$ cat config.mk
export PLATFORM = sky130hd
export DESIGN_NAME = afes_sequencer
export DESIGN_NICKNAME = d
export VERILOG_FILES = /design/src/afes_pkg.sv /design/src/afes_delay_timer.sv /design/src/afes_sequencer.sv
export SDC_FILE = /design/constraint.sdc
export NUM_CORES = 1
export LEC_CHECK = 0
export ABC_AREA = 1
export BUFFER_PORTS_ARGS = -buffer_cell sky130_fd_sc_hd__buf_2
export CAP_MARGIN = 40
export CORE_ASPECT_RATIO = 1.4
export CORE_MARGIN = 2
export CORE_UTILIZATION = 55
export DETAILED_ROUTE_END_ITERATION = 7
export PLACE_DENSITY = 0.89
export SYNTH_ARGS = -nofsm -noshare
export SYNTH_HDL_FRONTEND = slang
export SYNTH_SLANG_ARGS = --single-unit
$ cat constraint.sdc
create_clock -name clock -period 5.85 [get_ports clock]
set_input_delay 0.8775 -clock clock [delete_from_list [all_inputs] [get_ports clock]]
set_output_delay 0.8775 -clock clock [all_outputs]
set_load 0.02 [all_outputs]
$ cat src/afes_pkg.sv
// Purpose: Shared constants for the converter front-end sequencer
// Assumes: 250 MHz system clock used as the converter master clock
// Notes: Register offsets are byte addresses on a 32-bit Avalon-MM port
package afes_pkg;
  // Register byte offsets
  localparam logic [3:0] AFES_OFF_CFG = 4'h0;
  localparam logic [3:0] AFES_OFF_CHAN = 4'h4;
  localparam logic [3:0] AFES_OFF_CTRL = 4'h8;
  localparam logic [3:0] AFES_OFF_STAT = 4'hC;
  // Configuration field positions
  localparam int AFES_CFG_LOOP_BIT = 0;
  localparam int AFES_CFG_CHOP_BIT = 1;
  localparam int AFES_CFG_BIAS_EN_BIT = 2;
  localparam int AFES_CFG_BIAS_HI_BIT = 3;
  localparam int AFES_CFG_SCAN_BIT = 4;
  localparam int AFES_CFG_DLY_LSB = 8;
  // Control register bits (pulse acts on a written one; run holds the written level)
  localparam int AFES_CTRL_PULSE_BIT = 0;
  localparam int AFES_CTRL_RUN_BIT = 1;
  // Reset values
  localparam logic [31:0] AFES_CFG_RST = 32'h0000_0000;
  localparam logic [15:0] AFES_CHAN_RST = 16'h0001;
  // One delay unit in master clock periods
  localparam int AFES_DLY_UNIT = 128;
  // Delay units per select code 000..111
  localparam logic [5:0] AFES_DLY_UNITS [8] = '{6'h00, 6'h01, 6'h02, 6'h04, 6'h08, 6'h10, 6'h20, 6'h30};
  // Default conversion length in master clock periods
  localparam int AFES_CONV_CYCLES = 64;
  // Sequencer states
  typedef enum logic [4:0] {
    AFES_IDLE = 5'b00001,
    AFES_SETTLE = 5'b00010,
    AFES_CONV = 5'b00100,
    AFES_DONE = 5'b01000,
    AFES_NEXT = 5'b10000
  } afes_state_t;
endpackage

$ cat src/afes_delay_timer.sv
// Purpose: Switch-time delay counter for the front-end sequencer
// Assumes: Load and count on one clock, no enable divider needed
// Notes: Code 000 finishes in the cycle after the load
`timescale 1ns/1ns
module afes_delay_timer
  import afes_pkg::*;
#(
  parameter int CNT_W = 13
) (
  input wire logic clock,
  input wire logic reset_n,
  input wire logic load,
  input wire logic [2:0] switch_delay_select,
  output logic expired
);
  logic [CNT_W-1:0] count_ff;
  logic busy_ff;
  logic [CNT_W-1:0] nxt_count;

  // Units times 128 master clocks, a shift since the unit is a power of two
  assign nxt_count = CNT_W'({7'h00, AFES_DLY_UNITS[switch_delay_select]} << $clog2(AFES_DLY_UNIT));

  // Count down to zero after each load
  always_ff @(posedge clock or negedge reset_n) begin
    if (!reset_n) begin
      count_ff <= '0;
      busy_ff <= 1'b0;
    end else if (load) begin
      count_ff <= nxt_count;
      busy_ff <= 1'b1;
    end else if (count_ff != '0) begin
      count_ff <= count_ff - CNT_W'(1);
    end else begin
      busy_ff <= 1'b0;
    end
  end

  assign expired = busy_ff && (count_ff == '0);
endmodule

$ cat src/afes_sequencer.sv
// Purpose: Channel scan, switch delay, external chop and sensor bias control
// Assumes: Converter result arrives as a signed word with a valid strobe
// Notes: Registers sit on an Avalon-MM slave that answers in one wait cycle
//
// Local design decisions: the address map and the Avalon-MM slave port.
`timescale 1ns/1ns
// Notes on behaviour
// - Loop bit 0 clear selects internal bypass path
// - Mux output pins always driven
// - Scan waits switch delay before converting
// - Delay adds to each channel's period
// - Pulse mode converts one channel per pulse
// - Chop in pulse mode still uses delay
// - Bias sources positive, sinks negative, two sizes; sink is on only in the second chop phase, source only outside it
// - Bias only on selected channel pair
// - Chop bit 1 enables external chopping
// - Chop takes two readings, polarity reversed
// - Chop result is average of both
// - Chop halves the result rate
// - Delay also inserted between chop phases
// - Delay codes 0..48 units of 128 clocks
// - Ready low on each new channel result
module afes_sequencer
  import afes_pkg::*;
#(
  parameter int CHANNELS = 16,
  parameter int DATA_W = 24
) (
  input wire logic clock,
  input wire logic reset_n,
  // Avalon-MM slave
  input wire logic [3:0] avs_address,
  input wire logic avs_read,
  input wire logic avs_write,
  input wire logic [31:0] avs_writedata,
  output logic [31:0] avs_readdata,
  output logic avs_waitrequest,
  // Conversion start pin, level sensitive in scan mode, rising edge in pulse mode, synchronous
  input wire logic start_pin,
  // Modulator side
  output logic conv_start,
  input wire logic conv_valid,
  input wire logic [DATA_W-1:0] conv_data,
  output logic polarity_swap,
  // Analog switch controls
  output logic [CHANNELS-1:0] mux_select,
  output logic mux_out_positive,
  output logic mux_out_negative,
  output logic loop_internal,
  output logic [CHANNELS-1:0] bias_source_en,
  output logic [CHANNELS-1:0] bias_sink_en,
  output logic bias_high,
  // Result
  output logic [DATA_W-1:0] result_data,
  output logic [$clog2(CHANNELS)-1:0] result_channel,
  output logic result_ready_n
);
  localparam int CH_W = $clog2(CHANNELS);

  logic [31:0] first_config_register_ff;
  logic [CHANNELS-1:0] chan_enable_ff;
  logic run_ff;
  logic pulse_pend_ff;
  logic start_pin_d_ff;
  logic ack_ff;
  afes_state_t state_ff;
  afes_state_t nxt_state;
  logic [CH_W-1:0] chan_ff;
  logic [CH_W-1:0] nxt_chan;
  logic phase_ff;
  logic [DATA_W:0] first_read_ff;
  logic [DATA_W-1:0] result_data_ff;
  logic [CH_W-1:0] result_channel_ff;
  logic ready_n_ff;
  logic load_delay;
  logic delay_expired;
  logic [31:0] rd_mux;
  logic cfg_sel;
  logic chan_sel;
  logic ctrl_sel;
  logic scan_mode;
  logic chop_en;
  logic trigger;
  logic acc;
  logic [DATA_W:0] sum;

  assign scan_mode = first_config_register_ff[AFES_CFG_SCAN_BIT];
  assign chop_en = first_config_register_ff[AFES_CFG_CHOP_BIT];
  assign acc = (avs_read || avs_write) && !ack_ff;
  assign cfg_sel = avs_address == AFES_OFF_CFG;
  assign chan_sel = avs_address == AFES_OFF_CHAN;
  assign ctrl_sel = avs_address == AFES_OFF_CTRL;

  // One wait state per access keeps read data registered
  always_ff @(posedge clock or negedge reset_n) begin
    if (!reset_n) begin
      ack_ff <= 1'b0;
    end else begin
      ack_ff <= acc;
    end
  end
  assign avs_waitrequest = (avs_read || avs_write) && !ack_ff;

  // Configuration registers written on the accepting edge
  always_ff @(posedge clock or negedge reset_n) begin
    if (!reset_n) begin
      first_config_register_ff <= AFES_CFG_RST;
      chan_enable_ff <= CHANNELS'(AFES_CHAN_RST);
    end else if (avs_write && ack_ff) begin
      if (cfg_sel) begin
        first_config_register_ff <= avs_writedata & 32'h0000_071F;
      end
      if (chan_sel) begin
        chan_enable_ff <= avs_writedata[CHANNELS-1:0];
      end
    end
  end

  // Run level from software or pin; pulse requests are sticky until used
  always_ff @(posedge clock or negedge reset_n) begin
    if (!reset_n) begin
      run_ff <= 1'b0;
      pulse_pend_ff <= 1'b0;
      start_pin_d_ff <= 1'b0;
    end else begin
      start_pin_d_ff <= start_pin;
      if (avs_write && ack_ff && ctrl_sel) begin
        run_ff <= avs_writedata[AFES_CTRL_RUN_BIT];
      end
      // A new pulse beats consumption in the same cycle
      if ((avs_write && ack_ff && ctrl_sel && avs_writedata[AFES_CTRL_PULSE_BIT]) ||
          (start_pin && !start_pin_d_ff)) begin
        pulse_pend_ff <= 1'b1;
      end else if (state_ff == AFES_IDLE || scan_mode) begin // Scan drops stale pulses
        pulse_pend_ff <= 1'b0;
      end
    end
  end

  assign trigger = scan_mode ? (run_ff || start_pin) : pulse_pend_ff;

  // Register read mux, unmapped offsets read zero
  always_comb begin
    rd_mux = 32'h0000_0000;
    unique case (avs_address)
      AFES_OFF_CFG: rd_mux = first_config_register_ff;
      AFES_OFF_CHAN: rd_mux = 32'(chan_enable_ff);
      AFES_OFF_CTRL: rd_mux = {30'h0, run_ff, pulse_pend_ff};
      AFES_OFF_STAT: rd_mux = {16'h0, 3'h0, state_ff, 3'h0, ready_n_ff, 4'(chan_ff)};
      default: rd_mux = 32'h0000_0000;
    endcase
  end

  always_ff @(posedge clock or negedge reset_n) begin
    if (!reset_n) begin
      avs_readdata <= 32'h0000_0000;
    end else if (avs_read && !ack_ff) begin
      avs_readdata <= rd_mux;
    end
  end

  // Next enabled channel after the current one, wraps around
  always_comb begin
    nxt_chan = chan_ff;
    for (int i = CHANNELS; i >= 1; i--) begin
      if (chan_enable_ff[CH_W'((32'(chan_ff) + i) % CHANNELS)]) begin
        nxt_chan = CH_W'((32'(chan_ff) + i) % CHANNELS);
      end
    end
  end

  // Sequencer: every channel switch and chop reversal reloads the delay
  always_comb begin
    nxt_state = state_ff;
    load_delay = 1'b0;
    unique case (state_ff)
      AFES_IDLE: begin
        if (trigger) begin
          nxt_state = AFES_SETTLE;
          load_delay = 1'b1;
        end
      end
      AFES_SETTLE: begin
        if (delay_expired) begin
          nxt_state = AFES_CONV;
        end
      end
      AFES_CONV: begin
        if (conv_valid) begin
          if (chop_en && !phase_ff) begin
            nxt_state = AFES_SETTLE;
            load_delay = 1'b1;
          end else begin
            nxt_state = AFES_DONE;
          end
        end
      end
      AFES_DONE: begin
        nxt_state = AFES_NEXT;
      end
      AFES_NEXT: begin
        // Pulse mode stops after one channel
        if (scan_mode && (run_ff || start_pin)) begin
          nxt_state = AFES_SETTLE;
          load_delay = 1'b1;
        end else begin
          nxt_state = AFES_IDLE;
        end
      end
      default: nxt_state = AFES_IDLE;
    endcase
  end

  always_ff @(posedge clock or negedge reset_n) begin
    if (!reset_n) begin
      state_ff <= AFES_IDLE;
      chan_ff <= '0;
      phase_ff <= 1'b0;
    end else begin
      state_ff <= nxt_state;
      // Mux moves in the same edge the delay loads
      if (state_ff == AFES_NEXT && nxt_state == AFES_SETTLE) begin
        chan_ff <= nxt_chan;
      end else if (state_ff == AFES_IDLE && nxt_state == AFES_SETTLE && !chan_enable_ff[chan_ff]) begin
        chan_ff <= nxt_chan;
      end
      if (state_ff == AFES_CONV && conv_valid) begin
        phase_ff <= chop_en && !phase_ff;
      end else if (state_ff == AFES_IDLE) begin
        phase_ff <= 1'b0;
      end
    end
  end

  afes_delay_timer u_delay (
    .clock(clock),
    .reset_n(reset_n),
    .load(load_delay),
    .switch_delay_select(first_config_register_ff[AFES_CFG_DLY_LSB +: 3]),
    .expired(delay_expired)
  );

  // Sign-extended sum of both phases; second phase is negated to undo the reversal
  assign sum = first_read_ff - {conv_data[DATA_W-1], conv_data};

  always_ff @(posedge clock or negedge reset_n) begin
    if (!reset_n) begin
      first_read_ff <= '0;
      result_data_ff <= '0;
      result_channel_ff <= '0;
    end else if (state_ff == AFES_CONV && conv_valid) begin
      if (chop_en && !phase_ff) begin
        first_read_ff <= {conv_data[DATA_W-1], conv_data};
      end else if (chop_en) begin
        result_data_ff <= sum[DATA_W:1];
        result_channel_ff <= chan_ff;
      end else begin
        result_data_ff <= conv_data;
        result_channel_ff <= chan_ff;
      end
    end
  end

  // Ready drops for each result; a one-cycle high gap marks the next one
  always_ff @(posedge clock or negedge reset_n) begin
    if (!reset_n) begin
      ready_n_ff <= 1'b1;
    end else if (state_ff == AFES_DONE) begin
      ready_n_ff <= 1'b0;
    end else if (state_ff == AFES_CONV && conv_valid && !(chop_en && !phase_ff)) begin
      ready_n_ff <= 1'b1;
    end else if (avs_read && ack_ff && avs_address == AFES_OFF_STAT) begin
      ready_n_ff <= 1'b1;
    end
  end

  assign conv_start = (state_ff == AFES_SETTLE) && delay_expired;
  assign polarity_swap = phase_ff;
  assign loop_internal = !first_config_register_ff[AFES_CFG_LOOP_BIT];
  assign mux_out_positive = 1'b1;
  assign mux_out_negative = 1'b1;
  assign bias_high = first_config_register_ff[AFES_CFG_BIAS_HI_BIT];
  assign result_data = result_data_ff;
  assign result_channel = result_channel_ff;
  assign result_ready_n = ready_n_ff;

  // Per-channel mux and bias gating; bias follows only the selected pair
  for (genvar g = 0; g < CHANNELS; g++) begin : g_ch
    assign mux_select[g] = (32'(chan_ff) == g);
    assign bias_source_en[g] = first_config_register_ff[AFES_CFG_BIAS_EN_BIT] &&
                               (32'(chan_ff) == g) && !phase_ff;
    assign bias_sink_en[g] = first_config_register_ff[AFES_CFG_BIAS_EN_BIT] &&
                             (32'(chan_ff) == g) && phase_ff;
  end
endmodule

==> results of run 1 <==
## synthesized netlist by cell type, types with 3 or more instances
cell type | n | area (um^2)
o21ai_0 | 96 | 480
buf_6 | 4 | 45.0
nand3_1 | 76 | 380
nor4_1 | 6 | 37.5
nand4_1 | 12 | 75.1
a31oi_1 | 3 | 18.8
a21boi_0 | 3 | 22.5
buf_2 | 6 | 30.0
inv_1 | 150 | 563
o22ai_1 | 8 | 50.1
clkbuf_1 | 25 | 93.8
nor2_2 | 3 | 18.8
a21oi_1 | 81 | 405
mux2_2 | 3 | 33.8
xor2_1 | 16 | 140
ha_1 | 39 | 488
o21ai_2 | 3 | 26.3
o211ai_1 | 6 | 45.0
o31ai_1 | 6 | 45.0
dfstp_2 | 3 | 78.8
nor2_1 | 115 | 432
xnor2_1 | 8 | 70.1
nor3_1 | 12 | 60.1
inv_2 | 8 | 30.0
nand2_2 | 5 | 31.3
clkinv_1 | 3 | 11.3
o21ai_1 | 22 | 110
buf_4 | 20 | 150
dfrtp_1 | 118 | 2950
nand2_1 | 361 | 1360
## worst reg2reg max path: cells and delay by family (launching register included)
kind | cells | cell delay (ns)
DFF | 1 | 0.84
AOI/OAI and AO/OA | 1 | 0.18
buffers and inverters | 3 | 0.94
and+or+nand+nor | 8 | 1.19
adders and majority gates | 1 | 0.59
## metal layers
layer	vias to the layer above	share of wire, %	GRT usage [%]
li1	4244	-	-
met1	4066	38	34.4
met2	363	52	54.4
met3	80	6.5	5.55
met4	0	4.1	15.5
met5	-	0	0
## where the power goes
part | total [uW] | switching, uW | internal [uW]
clock | 1110 | 395 | 713
combinational | 3320 | 2290 | 1040
sequential | 1160 | 182 | 982
## stage by stage
step | hold slack, ns | worst slack (ns) | util [%] | cells
CTS | 0.407 | 2.09 | 65.9 | 1585
finish | 0.404 | 2.04 | 65.9 | 1585
detailed placement | 0.464 | 2.12 | 61.8 | 1554
global route | 0.427 | 1.76 | 65.9 | 1585
floorplan | 0.454 | 3.03 | - | 1262
global placement | 0.458 | 2.12 | 61.6 | 1552
## flip-flops by register name, indices dropped and copies added (netlist names), 4 cells and up
name	count
chan_enable_ff	16
result_channel	4
first_config_register_ff	8
u_delay.count_ff	13
chan_ff	4
result_data	24
state_ff	5
first_read_ff	24
avs_readdata	16
## worst paths after layout
check | slack (ns) | from | cells past startpoint | to
setup / recovery | 2.04 | chan_ff[2] | 13 | chan_ff[3]
hold / removal | 0.40 | reset_n | 1 | u_delay.count_ff[10]
setup reg to reg | 2.04 | chan_ff[2] | 13 | chan_ff[3]
hold reg to reg | 0.47 | start_pin_d_ff | 1 | pulse_pend_ff
max in group asynchronous | 4.19 | reset_n | 3 | first_read_ff[7]
min in group clock | 0.47 | start_pin_d_ff | 1 | pulse_pend_ff
## cell families (layout without fill, tap and decap cells)
family,count (synthesis),count (layout)
XOR/XNOR,28,28
AND/OR/NAND/NOR,594,594
multiplexers,4,4
flip-flops,121,121
AO/OA/AOI/OAI,239,239
adder cells (fa/ha/maj),40,40
other,2,18
buffers and inverters,218,349
## layout make-up
class	instances	area (um^2)
clock buffer	17	425
tap	192	240
timing repair buffer	156	826
clock inverter	14	198
inverter	162	611
sequential	121	3030
multi-input combinational	923	4640
fill	1338	5150
==> impl_metrics.xml, run 1 <==
<?xml version="1.0" encoding="UTF-8"?>
<metrics>
  <group name="timing">
    <metric name="setup_viol" unit="">0</metric>
    <metric name="setup_repair_after_global_routing_missed_its_margin" unit="">false</metric>
    <metric name="min_period_over_period" unit="%">65.0</metric>
    <metric name="totalNegativeSetupSlack" unit="ns">0</metric>
    <metric name="clock-skew-final" unit="ns">0.0121</metric>
    <metric name="timing_hold_violations_final" unit="">0</metric>
    <metric name="timing_max_transition_violations_final" unit="">0</metric>
    <metric name="max_clock_freq" unit="MHz">263</metric>
    <metric name="worst_pin_slew" unit="ns">0.833</metric>
    <metric name="layout_min_cycle_time" unit="ns">3.81</metric>
    <metric name="worst_slew_margin_rel" unit="%">44.4</metric>
  </group>
  <group name="yosys">
    <metric name="seq_cells_post_synth" unit="">121</metric>
    <metric name="yosys_most_used_dff" unit="">dfrtp_1</metric>
    <metric name="synthesized_instance_count" unit="">1246</metric>
    <metric name="synth_top_family_by_area" unit="">simple AND/OR/NAND/NOR gates</metric>
    <metric name="post_synth.cell_area_avg" unit="um^2">6.85</metric>
    <metric name="synth_compound_gate_area_share" unit="%">15.3</metric>
    <metric name="synth.yosys.warnings" unit="">0</metric>
    <metric name="xor_xnor_share_of_the_synthesized_area" unit="%">3.35</metric>
    <metric name="synth_enable_flop_cells" unit="">0</metric>
    <metric name="ys_types" unit="">49</metric>
    <metric name="synth-adder-area-share" unit="%">5.95</metric>
    <metric name="synth_async_sr_flop_share" unit="%">100</metric>
    <metric name="mapped_area" unit="mm^2">0.00854</metric>
    <metric name="multiplexer_fraction_of_the_synthesized_cell_area" unit="%">0.513</metric>
    <metric name="synth-simple-area-share" unit="%">28.4</metric>
    <metric name="synth.yosys.seq_area_share" unit="%">35.5</metric>
  </group>
  <group name="placement">
    <metric name="detailed_place_hpwl" unit="um">18400</metric>
    <metric name="place_congestion" unit="">0.975</metric>
    <metric name="post_dp_cell_area" unit="mm^2">0.00934</metric>
    <metric name="port-buffer-count" unit="">147</metric>
  </group>
  <group name="pwr">
    <metric name="leakage" unit="uW">0.00566</metric>
    <metric name="p_total" unit="uW">5600</metric>
    <metric name="power.density" unit="mW/mm^2">561</metric>
    <metric name="power.ir.vdd_worst" unit="mV">0.312</metric>
  </group>
  <group name="finish">
    <metric name="final_cell_area" unit="mm^2">0.00997</metric>
    <metric name="layout-drive-gt1-share" unit="%">15.8</metric>
    <metric name="total_number_of_nets_in_the_final_design" unit="">1487</metric>
    <metric name="layout.cells.most_common_list" unit="">361 x nand2_1, 150 x inv_1, 146 x buf_2</metric>
    <metric name="n_antenna_cell" unit="">0</metric>
    <metric name="flow.area_growth_from_synthesis" unit="%">16.7</metric>
    <metric name="final_common_cell" unit="">nand2_1</metric>
  </group>
  <group name="clock_tree">
    <metric name="cts_setup_buffers" unit="">0</metric>
    <metric name="ctsResizeCount" unit="">0</metric>
    <metric name="cts.hold.buffers_added" unit="">0</metric>
    <metric name="tritoncts" unit="">built</metric>
    <metric name="cts-root-to-sink-buffers" unit="">2</metric>
    <metric name="clk-insertion-delay-late" unit="ns">0.42</metric>
    <metric name="ctsRootBufferMaster" unit="">clkbuf_16</metric>
    <metric name="clock-sinks" unit="">121</metric>
    <metric name="worst_setup_hold_path_clk_slew" unit="ns">0.06</metric>
    <metric name="cts_inserted_buffers" unit="">17</metric>
    <metric name="cts.htree.levels" unit="">4</metric>
  </group>
  <group name="drt">
    <metric name="vias_per_cell" unit="">5.52</metric>
    <metric name="wire_per_inst" unit="um">15.4</metric>
    <metric name="route.vias.total" unit="">8753</metric>
    <metric name="antenna_left" unit="">0</metric>
    <metric name="drtPass1Iterations" unit="">7</metric>
    <metric name="drt_first_iter_violations" unit="">611</metric>
    <metric name="drcViolationCount" unit="">2</metric>
    <metric name="routed_wirelength" unit="um">24500</metric>
  </group>
  <group name="global_route">
    <metric name="first_global_vias" unit="">8169</metric>
    <metric name="grt_remaining_overflow" unit="">0</metric>
    <metric name="grt_first_pass_wirelength" unit="um">39100</metric>
    <metric name="largest_net_degree_at_the_start_of_global_routing" unit="">53</metric>
    <metric name="total_track_usage" unit="%">30.5</metric>
    <metric name="antenna_violations_before_repair" unit="">0</metric>
  </group>
  <group name="setup_path">
    <metric name="critical_path.max_fanout" unit="">15</metric>
    <metric name="timing.critical_path.to_type" unit="">register</metric>
    <metric name="worstPathRequired" unit="ns">6.17</metric>
    <metric name="cp.buffers_inverters" unit="">3</metric>
    <metric name="cp_top_family" unit="">simple AND/OR/NAND/NOR gates</metric>
    <metric name="crit_path_cell_trace" unit="">clkinv_1, ha_1, inv_1, nand3_1, nand2_1, nand2_1, nand2_1, nor3_1, nand4_1, inv_1, nand4_1, and3_1, a21oi_1</metric>
    <metric name="critical_path.most_common_cell" unit="">nand2_1</metric>
    <metric name="timing.critical_path.arrival" unit="ns">4.13</metric>
    <metric name="timing.critical_path.slowest_cell_delay" unit="ns">0.84</metric>
    <metric name="critical-path-slowest-cell" unit="">dfrtp_1</metric>
    <metric name="timing.setup.critical_path_class" unit="">register to register</metric>
    <metric name="critical_path.startpoint_type" unit="">register</metric>
  </group>
  <group name="run_status">
    <metric name="failed_checks" unit="">DRC</metric>
    <metric name="status" unit="">complete, but fails checks</metric>
  </group>
  <group name="die">
    <metric name="std_cell_rows" unit="">53</metric>
    <metric name="die_area" unit="mm^2">0.0166</metric>
    <metric name="die_x" unit="um">109</metric>
    <metric name="dieHeight" unit="um">151</metric>
    <metric name="pin_count" unit="">182</metric>
    <metric name="floorplan.initialDensity" unit="%">56.5</metric>
    <metric name="core_area" unit="mm^2">0.0151</metric>
  </group>
  <group name="run">
    <metric name="maxCapViolCount" unit="">0</metric>
  </group>
  <group name="hold_path">
    <metric name="worstHoldPathType" unit="">input port to asynchronous set/reset pin</metric>
  </group>
</metrics>
Power figures use the tool's default switching activity.
==> inputs of run 2 (changes only) <==
--- a/config.mk
+++ b/config.mk
@@ -10,9 +10,9 @@
 export CAP_MARGIN = 40
 export CORE_ASPECT_RATIO = 1.4
 export CORE_MARGIN = 2
-export CORE_UTILIZATION = 55
+export CORE_UTILIZATION = 51
 export DETAILED_ROUTE_END_ITERATION = 7
-export PLACE_DENSITY = 0.89
+export PLACE_DENSITY = 0.87
 export SYNTH_ARGS = -nofsm -noshare
 export SYNTH_HDL_FRONTEND = slang
 export SYNTH_SLANG_ARGS = --single-unit
==> constraint.sdc (replaced) <==
create_clock -name clock -period 3.5 [get_ports clock]
set_input_delay 0.525 -clock clock [delete_from_list [all_inputs] [get_ports clock]]
set_output_delay 0.525 -clock clock [all_outputs]
set_load 0.02 [all_outputs]
==> run 2 against run 1 <==
  * The flow now finishes without violations
  * Flip-flop and latch count unchanged
  * Setup slack worse by 1.5 ns
  * Critical path depth decreased by 10
  * Clock power up 66%
  * Total power rose by 68%
  * Non-clock buffer count is 7 higher
  * Via count increased by 0.31%
  * Cell count is 1.2% higher
  * Die area rose by 7.6%
  * Critical path type is now register to primary output
  * Highest routed layer unchanged
==> impl_metrics.xml, run 2 (synthesized netlist as in run 1, its figures left out) <==
<?xml version="1.0" encoding="UTF-8"?>
<metrics>
  <group name="placement">
    <metric name="place_congestion" unit="">0.995</metric>
    <metric name="post-place-ws" unit="ns">0.511</metric>
    <metric name="port-buffer-count" unit="">147</metric>
    <metric name="detailed_place_hpwl" unit="um">18000</metric>
  </group>
  <group name="die">
    <metric name="pin_count" unit="">182</metric>
    <metric name="die_area" unit="mm^2">0.0178</metric>
    <metric name="die_x" unit="um">113</metric>
    <metric name="dieHeight" unit="um">157</metric>
    <metric name="std_cell_rows" unit="">56</metric>
    <metric name="core_area" unit="mm^2">0.0166</metric>
    <metric name="floorplan.initialDensity" unit="%">51.4</metric>
  </group>
  <group name="clock_tree">
    <metric name="ctsResizeCount" unit="">0</metric>
    <metric name="cts_inserted_buffers" unit="">17</metric>
    <metric name="cts.hold.buffers_added" unit="">0</metric>
    <metric name="cts-root-to-sink-buffers" unit="">2</metric>
    <metric name="cts.htree.levels" unit="">4</metric>
    <metric name="worst_setup_hold_path_clk_slew" unit="ns">0.06</metric>
    <metric name="ctsRootBufferMaster" unit="">clkbuf_16</metric>
    <metric name="tritoncts" unit="">built</metric>
    <metric name="cts_setup_buffers" unit="">0</metric>
    <metric name="clk-insertion-delay-late" unit="ns">0.43</metric>
    <metric name="clock-sinks" unit="">121</metric>
  </group>
  <group name="timing">
    <metric name="layout_min_cycle_time" unit="ns">2.93</metric>
    <metric name="setup_viol" unit="">0</metric>
    <metric name="worst_slew_margin_rel" unit="%">42.8</metric>
    <metric name="worst_slack" unit="ns">0.568</metric>
    <metric name="timing_max_transition_violations_final" unit="">0</metric>
    <metric name="worst_pin_slew" unit="ns">0.857</metric>
    <metric name="max_clock_freq" unit="MHz">341</metric>
    <metric name="totalNegativeSetupSlack" unit="ns">0</metric>
    <metric name="timing_hold_violations_final" unit="">0</metric>
    <metric name="min_period_over_period" unit="%">83.8</metric>
    <metric name="clock-skew-final" unit="ns">0.0123</metric>
    <metric name="setup_repair_after_global_routing_missed_its_margin" unit="">false</metric>
  </group>
  <group name="global_route">
    <metric name="first_global_vias" unit="">8362</metric>
    <metric name="grt_first_pass_wirelength" unit="um">38800</metric>
    <metric name="antenna_violations_before_repair" unit="">0</metric>
    <metric name="largest_net_degree_at_the_start_of_global_routing" unit="">62</metric>
    <metric name="total_track_usage" unit="%">27.2</metric>
    <metric name="grt_remaining_overflow" unit="">0</metric>
  </group>
  <group name="setup_path">
    <metric name="timing.critical_path.arrival" unit="ns">2.41</metric>
    <metric name="critical_path.max_fanout" unit="">19</metric>
    <metric name="timing.setup.critical_path_class" unit="">register to primary output</metric>
    <metric name="worst_setup_path_startpoint" unit="">polarity_swap</metric>
    <metric name="crit_path_cell_trace" unit="">clkinv_1, nor2_1, buf_2</metric>
    <metric name="timing.critical_path.to_type" unit="">primary output</metric>
    <metric name="r2r_start" unit="">chan_ff[0]</metric>
    <metric name="critical_path.startpoint_type" unit="">register</metric>
    <metric name="worstPathRequired" unit="ns">2.97</metric>
    <metric name="r2r_setup_slack" unit="ns">0.57</metric>
    <metric name="critical-path-slowest-cell" unit="">dfrtp_1</metric>
    <metric name="timing.critical_path.slowest_cell_delay" unit="ns">0.79</metric>
  </group>
  <group name="pwr">
    <metric name="power.ir.vdd_worst" unit="mV">0.361</metric>
    <metric name="power.density" unit="mW/mm^2">938</metric>
    <metric name="leakage" unit="uW">0.00569</metric>
  </group>
  <group name="drt">
    <metric name="routed_wirelength" unit="um">24400</metric>
    <metric name="wire_per_inst" unit="um">15.2</metric>
    <metric name="route.vias.total" unit="">8780</metric>
    <metric name="vias_per_cell" unit="">5.47</metric>
    <metric name="antenna_left" unit="">0</metric>
    <metric name="drt_first_iter_violations" unit="">617</metric>
    <metric name="drcViolationCount" unit="">0</metric>
    <metric name="drtPass1Iterations" unit="">5</metric>
  </group>
  <group name="finish">
    <metric name="final_common_cell" unit="">nand2_1</metric>
    <metric name="layout-drive-gt1-share" unit="%">16.2</metric>
    <metric name="layout.cells.most_common_list" unit="">361 x nand2_1, 150 x inv_1, 146 x buf_2</metric>
    <metric name="fillCellCount" unit="">1505</metric>
    <metric name="flow.area_growth_from_synthesis" unit="%">17.3</metric>
    <metric name="n_antenna_cell" unit="">0</metric>
    <metric name="total_number_of_nets_in_the_final_design" unit="">1494</metric>
  </group>
  <group name="run">
    <metric name="maxCapViolCount" unit="">0</metric>
  </group>
  <group name="run_status">
    <metric name="status" unit="">complete, no violations</metric>
  </group>
  <group name="hold_path">
    <metric name="worstHoldPathType" unit="">input port to asynchronous set/reset pin</metric>
  </group>
</metrics>
-- run 2: cell types whose count changed in the layout (fill, tap and decap cells not counted) --
cell and change:
bufinv_16 -1, buf_4 +8, inv_6 +2, clkinv_2 -2, inv_8 +1, clkbuf_1 +1, buf_8 -1
-- run 2: final timing paths --
check | endpoint | depth (start not counted)
max | bias_sink_en[0] | 3
min | first_read_ff[18] | 1
max reg2reg | chan_ff[0] | 15
min reg2reg | result_data[19] | 2
max in group asynchronous | state_ff[0] | 2
min in group clock | start_pin_d_ff | 1
-- run 2: critical path, delay by kind of cell, from the launching register on --
kind / cells / cell delay, ns
simple gates: 1 / 0.30
flops: 1 / 0.79
buf+inv: 2 / 0.89
-- run 2: per-stage QoR --
stage	hold WS, ns	util, %	std cells	area [um^2]	total power (uW)
after floorplan	0.229	-	1262	8600	6080
after global placement	0.460	56.6	1572	9400	7370
after detailed placement	0.460	56.6	1572	9400	7430
after CTS	0.0887	60.3	1604	10000	9310
after global routing	0.116	60.3	1604	10000	10100
final	0.0842	60.3	1604	10000	9400
-- run 2: area by class of cell --
| class | instances | area (um^2) | area share, % |
|---|---|---|---|
| Timing Repair Buffer | 163 | 871 | 8.69 |
| Multi-Input combinational cell | 923 | 4640 | 46.3 |
| Sequential cell | 121 | 3030 | 30.3 |
| Tap cell | 203 | 254 | 2.54 |
| Inverter | 162 | 611 | 6.09 |
| Clock buffer | 18 | 429 | 4.28 |
| Clock inverter | 14 | 186 | 1.86 |
-- run 2: power by group --
group | leakage, uW | switching (uW) | internal (uW)
registers | 0.00157 | 212 | 1640
logic | 0.00382 | 3910 | 1790
clock network | 0.000294 | 703 | 1140
-- run 2: routing by layer --
layer	track usage, %	routed length (um)	vias to the layer above
met5	0	0	-
met3	3.85	1320	78
met1	30.1	9230	4096
met4	15.0	1020	0
li1	-	-	4265
met2	49.7	12800	341
==> inputs of run 3 (changes only) <==
--- a/config.mk
+++ b/config.mk
@@ -10,9 +10,9 @@
 export CAP_MARGIN = 40
 export CORE_ASPECT_RATIO = 1.4
 export CORE_MARGIN = 2
-export CORE_UTILIZATION = 51
+export CORE_UTILIZATION = 55
 export DETAILED_ROUTE_END_ITERATION = 7
-export PLACE_DENSITY = 0.87
+export PLACE_DENSITY = 0.89
 export SYNTH_ARGS = -nofsm -noshare
 export SYNTH_HDL_FRONTEND = slang
 export SYNTH_SLANG_ARGS = --single-unit
==> constraint.sdc (replaced) <==
create_clock -name clock -period 3 [get_ports clock]
set_input_delay 0.45 -clock clock [delete_from_list [all_inputs] [get_ports clock]]
set_output_delay 0.45 -clock clock [all_outputs]
set_load 0.02 [all_outputs]
==> run 3 against run 2 <==
  * Clock skew shrank 0.0023 ns
  * Register-to-register slack lost 0.37 ns
  * Hold slack lost 0.0096 ns
  * Non-clock buffer count grew 15
  * Setup slack lost 0.37 ns
  * Flip-flop and latch count is the same
  * Clock power grew 29%
  * Critical path depth grew 13
==> impl_metrics.xml, run 3 (synthesized netlist as in run 1, its figures left out) <==
<?xml version="1.0" encoding="UTF-8"?>
<metrics>
  <group name="finish">
    <metric name="final_core_utilization" unit="%">67.7</metric>
    <metric name="layout.cells.non_filler" unit="">1609</metric>
    <metric name="layout.cells.most_common_list" unit="">361 x nand2_1, 148 x inv_1, 146 x buf_2</metric>
    <metric name="flow.area_growth_from_synthesis" unit="%">19.9</metric>
    <metric name="final_common_cell" unit="">nand2_1</metric>
    <metric name="n_antenna_cell" unit="">0</metric>
    <metric name="fillCellCount" unit="">1264</metric>
    <metric name="layout-drive-gt1-share" unit="%">17.9</metric>
    <metric name="total_number_of_nets_in_the_final_design" unit="">1510</metric>
  </group>
  <group name="setup_path">
    <metric name="reg2reg_depth" unit="">16</metric>
    <metric name="timing.setup.critical_path_class" unit="">register to register</metric>
    <metric name="worstPathRequired" unit="ns">3.31</metric>
    <metric name="timing.critical_path.arrival" unit="ns">3.11</metric>
    <metric name="critical_path.reg2reg.endpoint" unit="">chan_ff[0]</metric>
    <metric name="r2r_start" unit="">chan_ff[1]</metric>
    <metric name="r2r_setup_slack" unit="ns">0.20</metric>
    <metric name="critical_path.max_fanout" unit="">7</metric>
    <metric name="critical_path.startpoint_type" unit="">register</metric>
    <metric name="worst_setup_path_startpoint" unit="">chan_ff[1]</metric>
    <metric name="timing.critical_path.to_type" unit="">register</metric>
    <metric name="critical_path.endpoint" unit="">chan_ff[0]</metric>
  </group>
  <group name="clock_tree">
    <metric name="tritoncts" unit="">built</metric>
    <metric name="clock-sinks" unit="">121</metric>
    <metric name="worst_setup_hold_path_clk_slew" unit="ns">0.06</metric>
    <metric name="cts.htree.levels" unit="">4</metric>
    <metric name="ctsRootBufferMaster" unit="">clkbuf_16</metric>
    <metric name="cts.hold.buffers_added" unit="">0</metric>
    <metric name="clk-insertion-delay-late" unit="ns">0.43</metric>
    <metric name="cts-root-to-sink-buffers" unit="">2</metric>
    <metric name="cts_inserted_buffers" unit="">17</metric>
  </group>
  <group name="pwr">
    <metric name="switching_fraction_of_total_power" unit="%">49.6</metric>
    <metric name="share_seq_of_total_power" unit="%">18.8</metric>
    <metric name="power.ir.vdd_worst" unit="mV">1.12</metric>
    <metric name="p_comb_share" unit="%">60.6</metric>
    <metric name="p_int" unit="uW">5840</metric>
    <metric name="p_total" unit="uW">11600</metric>
    <metric name="power.density" unit="mW/mm^2">1130</metric>
    <metric name="p_clk_share" unit="%">20.5</metric>
    <metric name="power_switching" unit="uW">5740</metric>
    <metric name="leakage" unit="uW">0.00580</metric>
  </group>
  <group name="timing">
    <metric name="totalNegativeSetupSlack" unit="ns">0</metric>
    <metric name="worst_slew_margin_rel" unit="%">46.2</metric>
    <metric name="max_clock_freq" unit="MHz">357</metric>
    <metric name="timing_max_transition_violations_final" unit="">0</metric>
    <metric name="layout_min_cycle_time" unit="ns">2.80</metric>
    <metric name="worst_pin_slew" unit="ns">0.806</metric>
    <metric name="worst_slack" unit="ns">0.202</metric>
    <metric name="setup_viol" unit="">0</metric>
    <metric name="timing_hold_violations_final" unit="">0</metric>
    <metric name="clock-skew-final" unit="ns">0.0100</metric>
    <metric name="min_period_over_period" unit="%">93.3</metric>
    <metric name="setup_repair_after_global_routing_missed_its_margin" unit="">true</metric>
  </group>
  <group name="drt">
    <metric name="vias_per_cell" unit="">5.53</metric>
    <metric name="drcViolationCount" unit="">0</metric>
    <metric name="route.vias.total" unit="">8893</metric>
    <metric name="drtPass1Iterations" unit="">7</metric>
    <metric name="wire_per_inst" unit="um">15.7</metric>
    <metric name="antenna_left" unit="">0</metric>
    <metric name="routed_wirelength" unit="um">25300</metric>
    <metric name="drt_first_iter_violations" unit="">704</metric>
  </group>
  <group name="global_route">
    <metric name="antenna_violations_before_repair" unit="">0</metric>
    <metric name="grt_remaining_overflow" unit="">0</metric>
    <metric name="total_track_usage" unit="%">31.3</metric>
    <metric name="largest_net_degree_at_the_start_of_global_routing" unit="">57</metric>
    <metric name="grt_first_pass_wirelength" unit="um">40200</metric>
    <metric name="first_global_vias" unit="">8403</metric>
  </group>
  <group name="hold_path">
    <metric name="worstHoldPathType" unit="">input port to asynchronous set/reset pin</metric>
  </group>
  <group name="placement">
    <metric name="placed_cells_incl_taps" unit="">1571</metric>
    <metric name="place_congestion" unit="">0.953</metric>
    <metric name="detailed_place_hpwl" unit="um">18200</metric>
    <metric name="post-place-ws" unit="ns">0.153</metric>
    <metric name="port-buffer-count" unit="">147</metric>
  </group>
  <group name="die">
    <metric name="core_area" unit="mm^2">0.0151</metric>
    <metric name="floorplan.initialDensity" unit="%">56.5</metric>
    <metric name="pin_count" unit="">182</metric>
    <metric name="std_cell_rows" unit="">53</metric>
    <metric name="die_x" unit="um">109</metric>
    <metric name="dieHeight" unit="um">151</metric>
    <metric name="die_area" unit="mm^2">0.0166</metric>
  </group>
  <group name="run_status">
    <metric name="status" unit="">complete, no violations</metric>
  </group>
  <group name="run">
    <metric name="maxCapViolCount" unit="">0</metric>
  </group>
</metrics>
[run 3: cell types whose count changed in the layout (fill, tap and decap cells not counted), sizes merged]
cell and change:
buf +15, bufinv +3, clkinv +2, clkinvlp +1, inv -5
[run 3: final cells by class]
type                       instances  area [um^2]  area share [%]
clock buffer                      18          439            4.29
clock inverter                    14          245            2.40
inverter                         162          614            6.00
multi-input combinational        923         4670            45.6
sequential                       121         3030            29.6
tap                              192          240            2.35
timing repair buffer             178          987            9.64
timing repair inverter             1         7.51          0.0733
[run 3: critical path, cell delays in order (launching register included)]
cell	delay [ns]
dfrtp_2	0.42
inv_1	0.11
ha_4	0.33
clkinvlp_4	0.18
nand3_1	0.13
nand2_1	0.13
o21ai_2	0.17
inv_1	0.09
o21ai_4	0.28
nor2_1	0.12
nand2_1	0.07
inv_1	0.04
o211ai_1	0.07
and3_4	0.20
nand3_1	0.08
a21oi_1	0.19
inv_1	0.07
[run 3: through the flow]
stage	cell area, um^2	hold slack [ns]
2_1_floorplan	8600	0.154
3_3_place_gp	9460	0.457
3_5_place_dp	9460	0.464
4_1_cts	10100	0.121
5_1_grt	10200	0.143
6_report	10200	0.0745
[run 3: worst min path at each step]
stage                        start                   to  slack (ns)  cells past startpoint
floorplan                  reset_n               ack_ff        0.15                      0
global placement    start_pin_d_ff        pulse_pend_ff        0.46                      1
detailed placement  start_pin_d_ff        pulse_pend_ff        0.46                      1
CTS                        reset_n  u_delay.count_ff[1]        0.12                      1
global route               reset_n  u_delay.count_ff[0]        0.14                      1
finish                     reset_n  u_delay.count_ff[0]        0.07                      1
[run 3: power by group through the flow]
stage	sequential, uW	clock, uW	combinational, uW
floorplan	2210	0	4880
global placement	2180	0	6530
detailed placement	2190	0	6550
CTS	2170	2380	6590
global route	2210	2450	7860
finish	2180	2380	7020
[run 3: timing repair]
item                       in CTS  in global routing
setup endpoints to repair       0                  7
buffers inserted                0                  5
resized for setup               0                 14
[run 3: layer usage]
layer	global-route usage [%]	vias up	routed length [um]
met4	17.5	0	1330
met5	0	-	0
li1	-	4296	-
met3	6.28	104	1890
met2	55.4	420	12900
met1	34.6	4073	9200
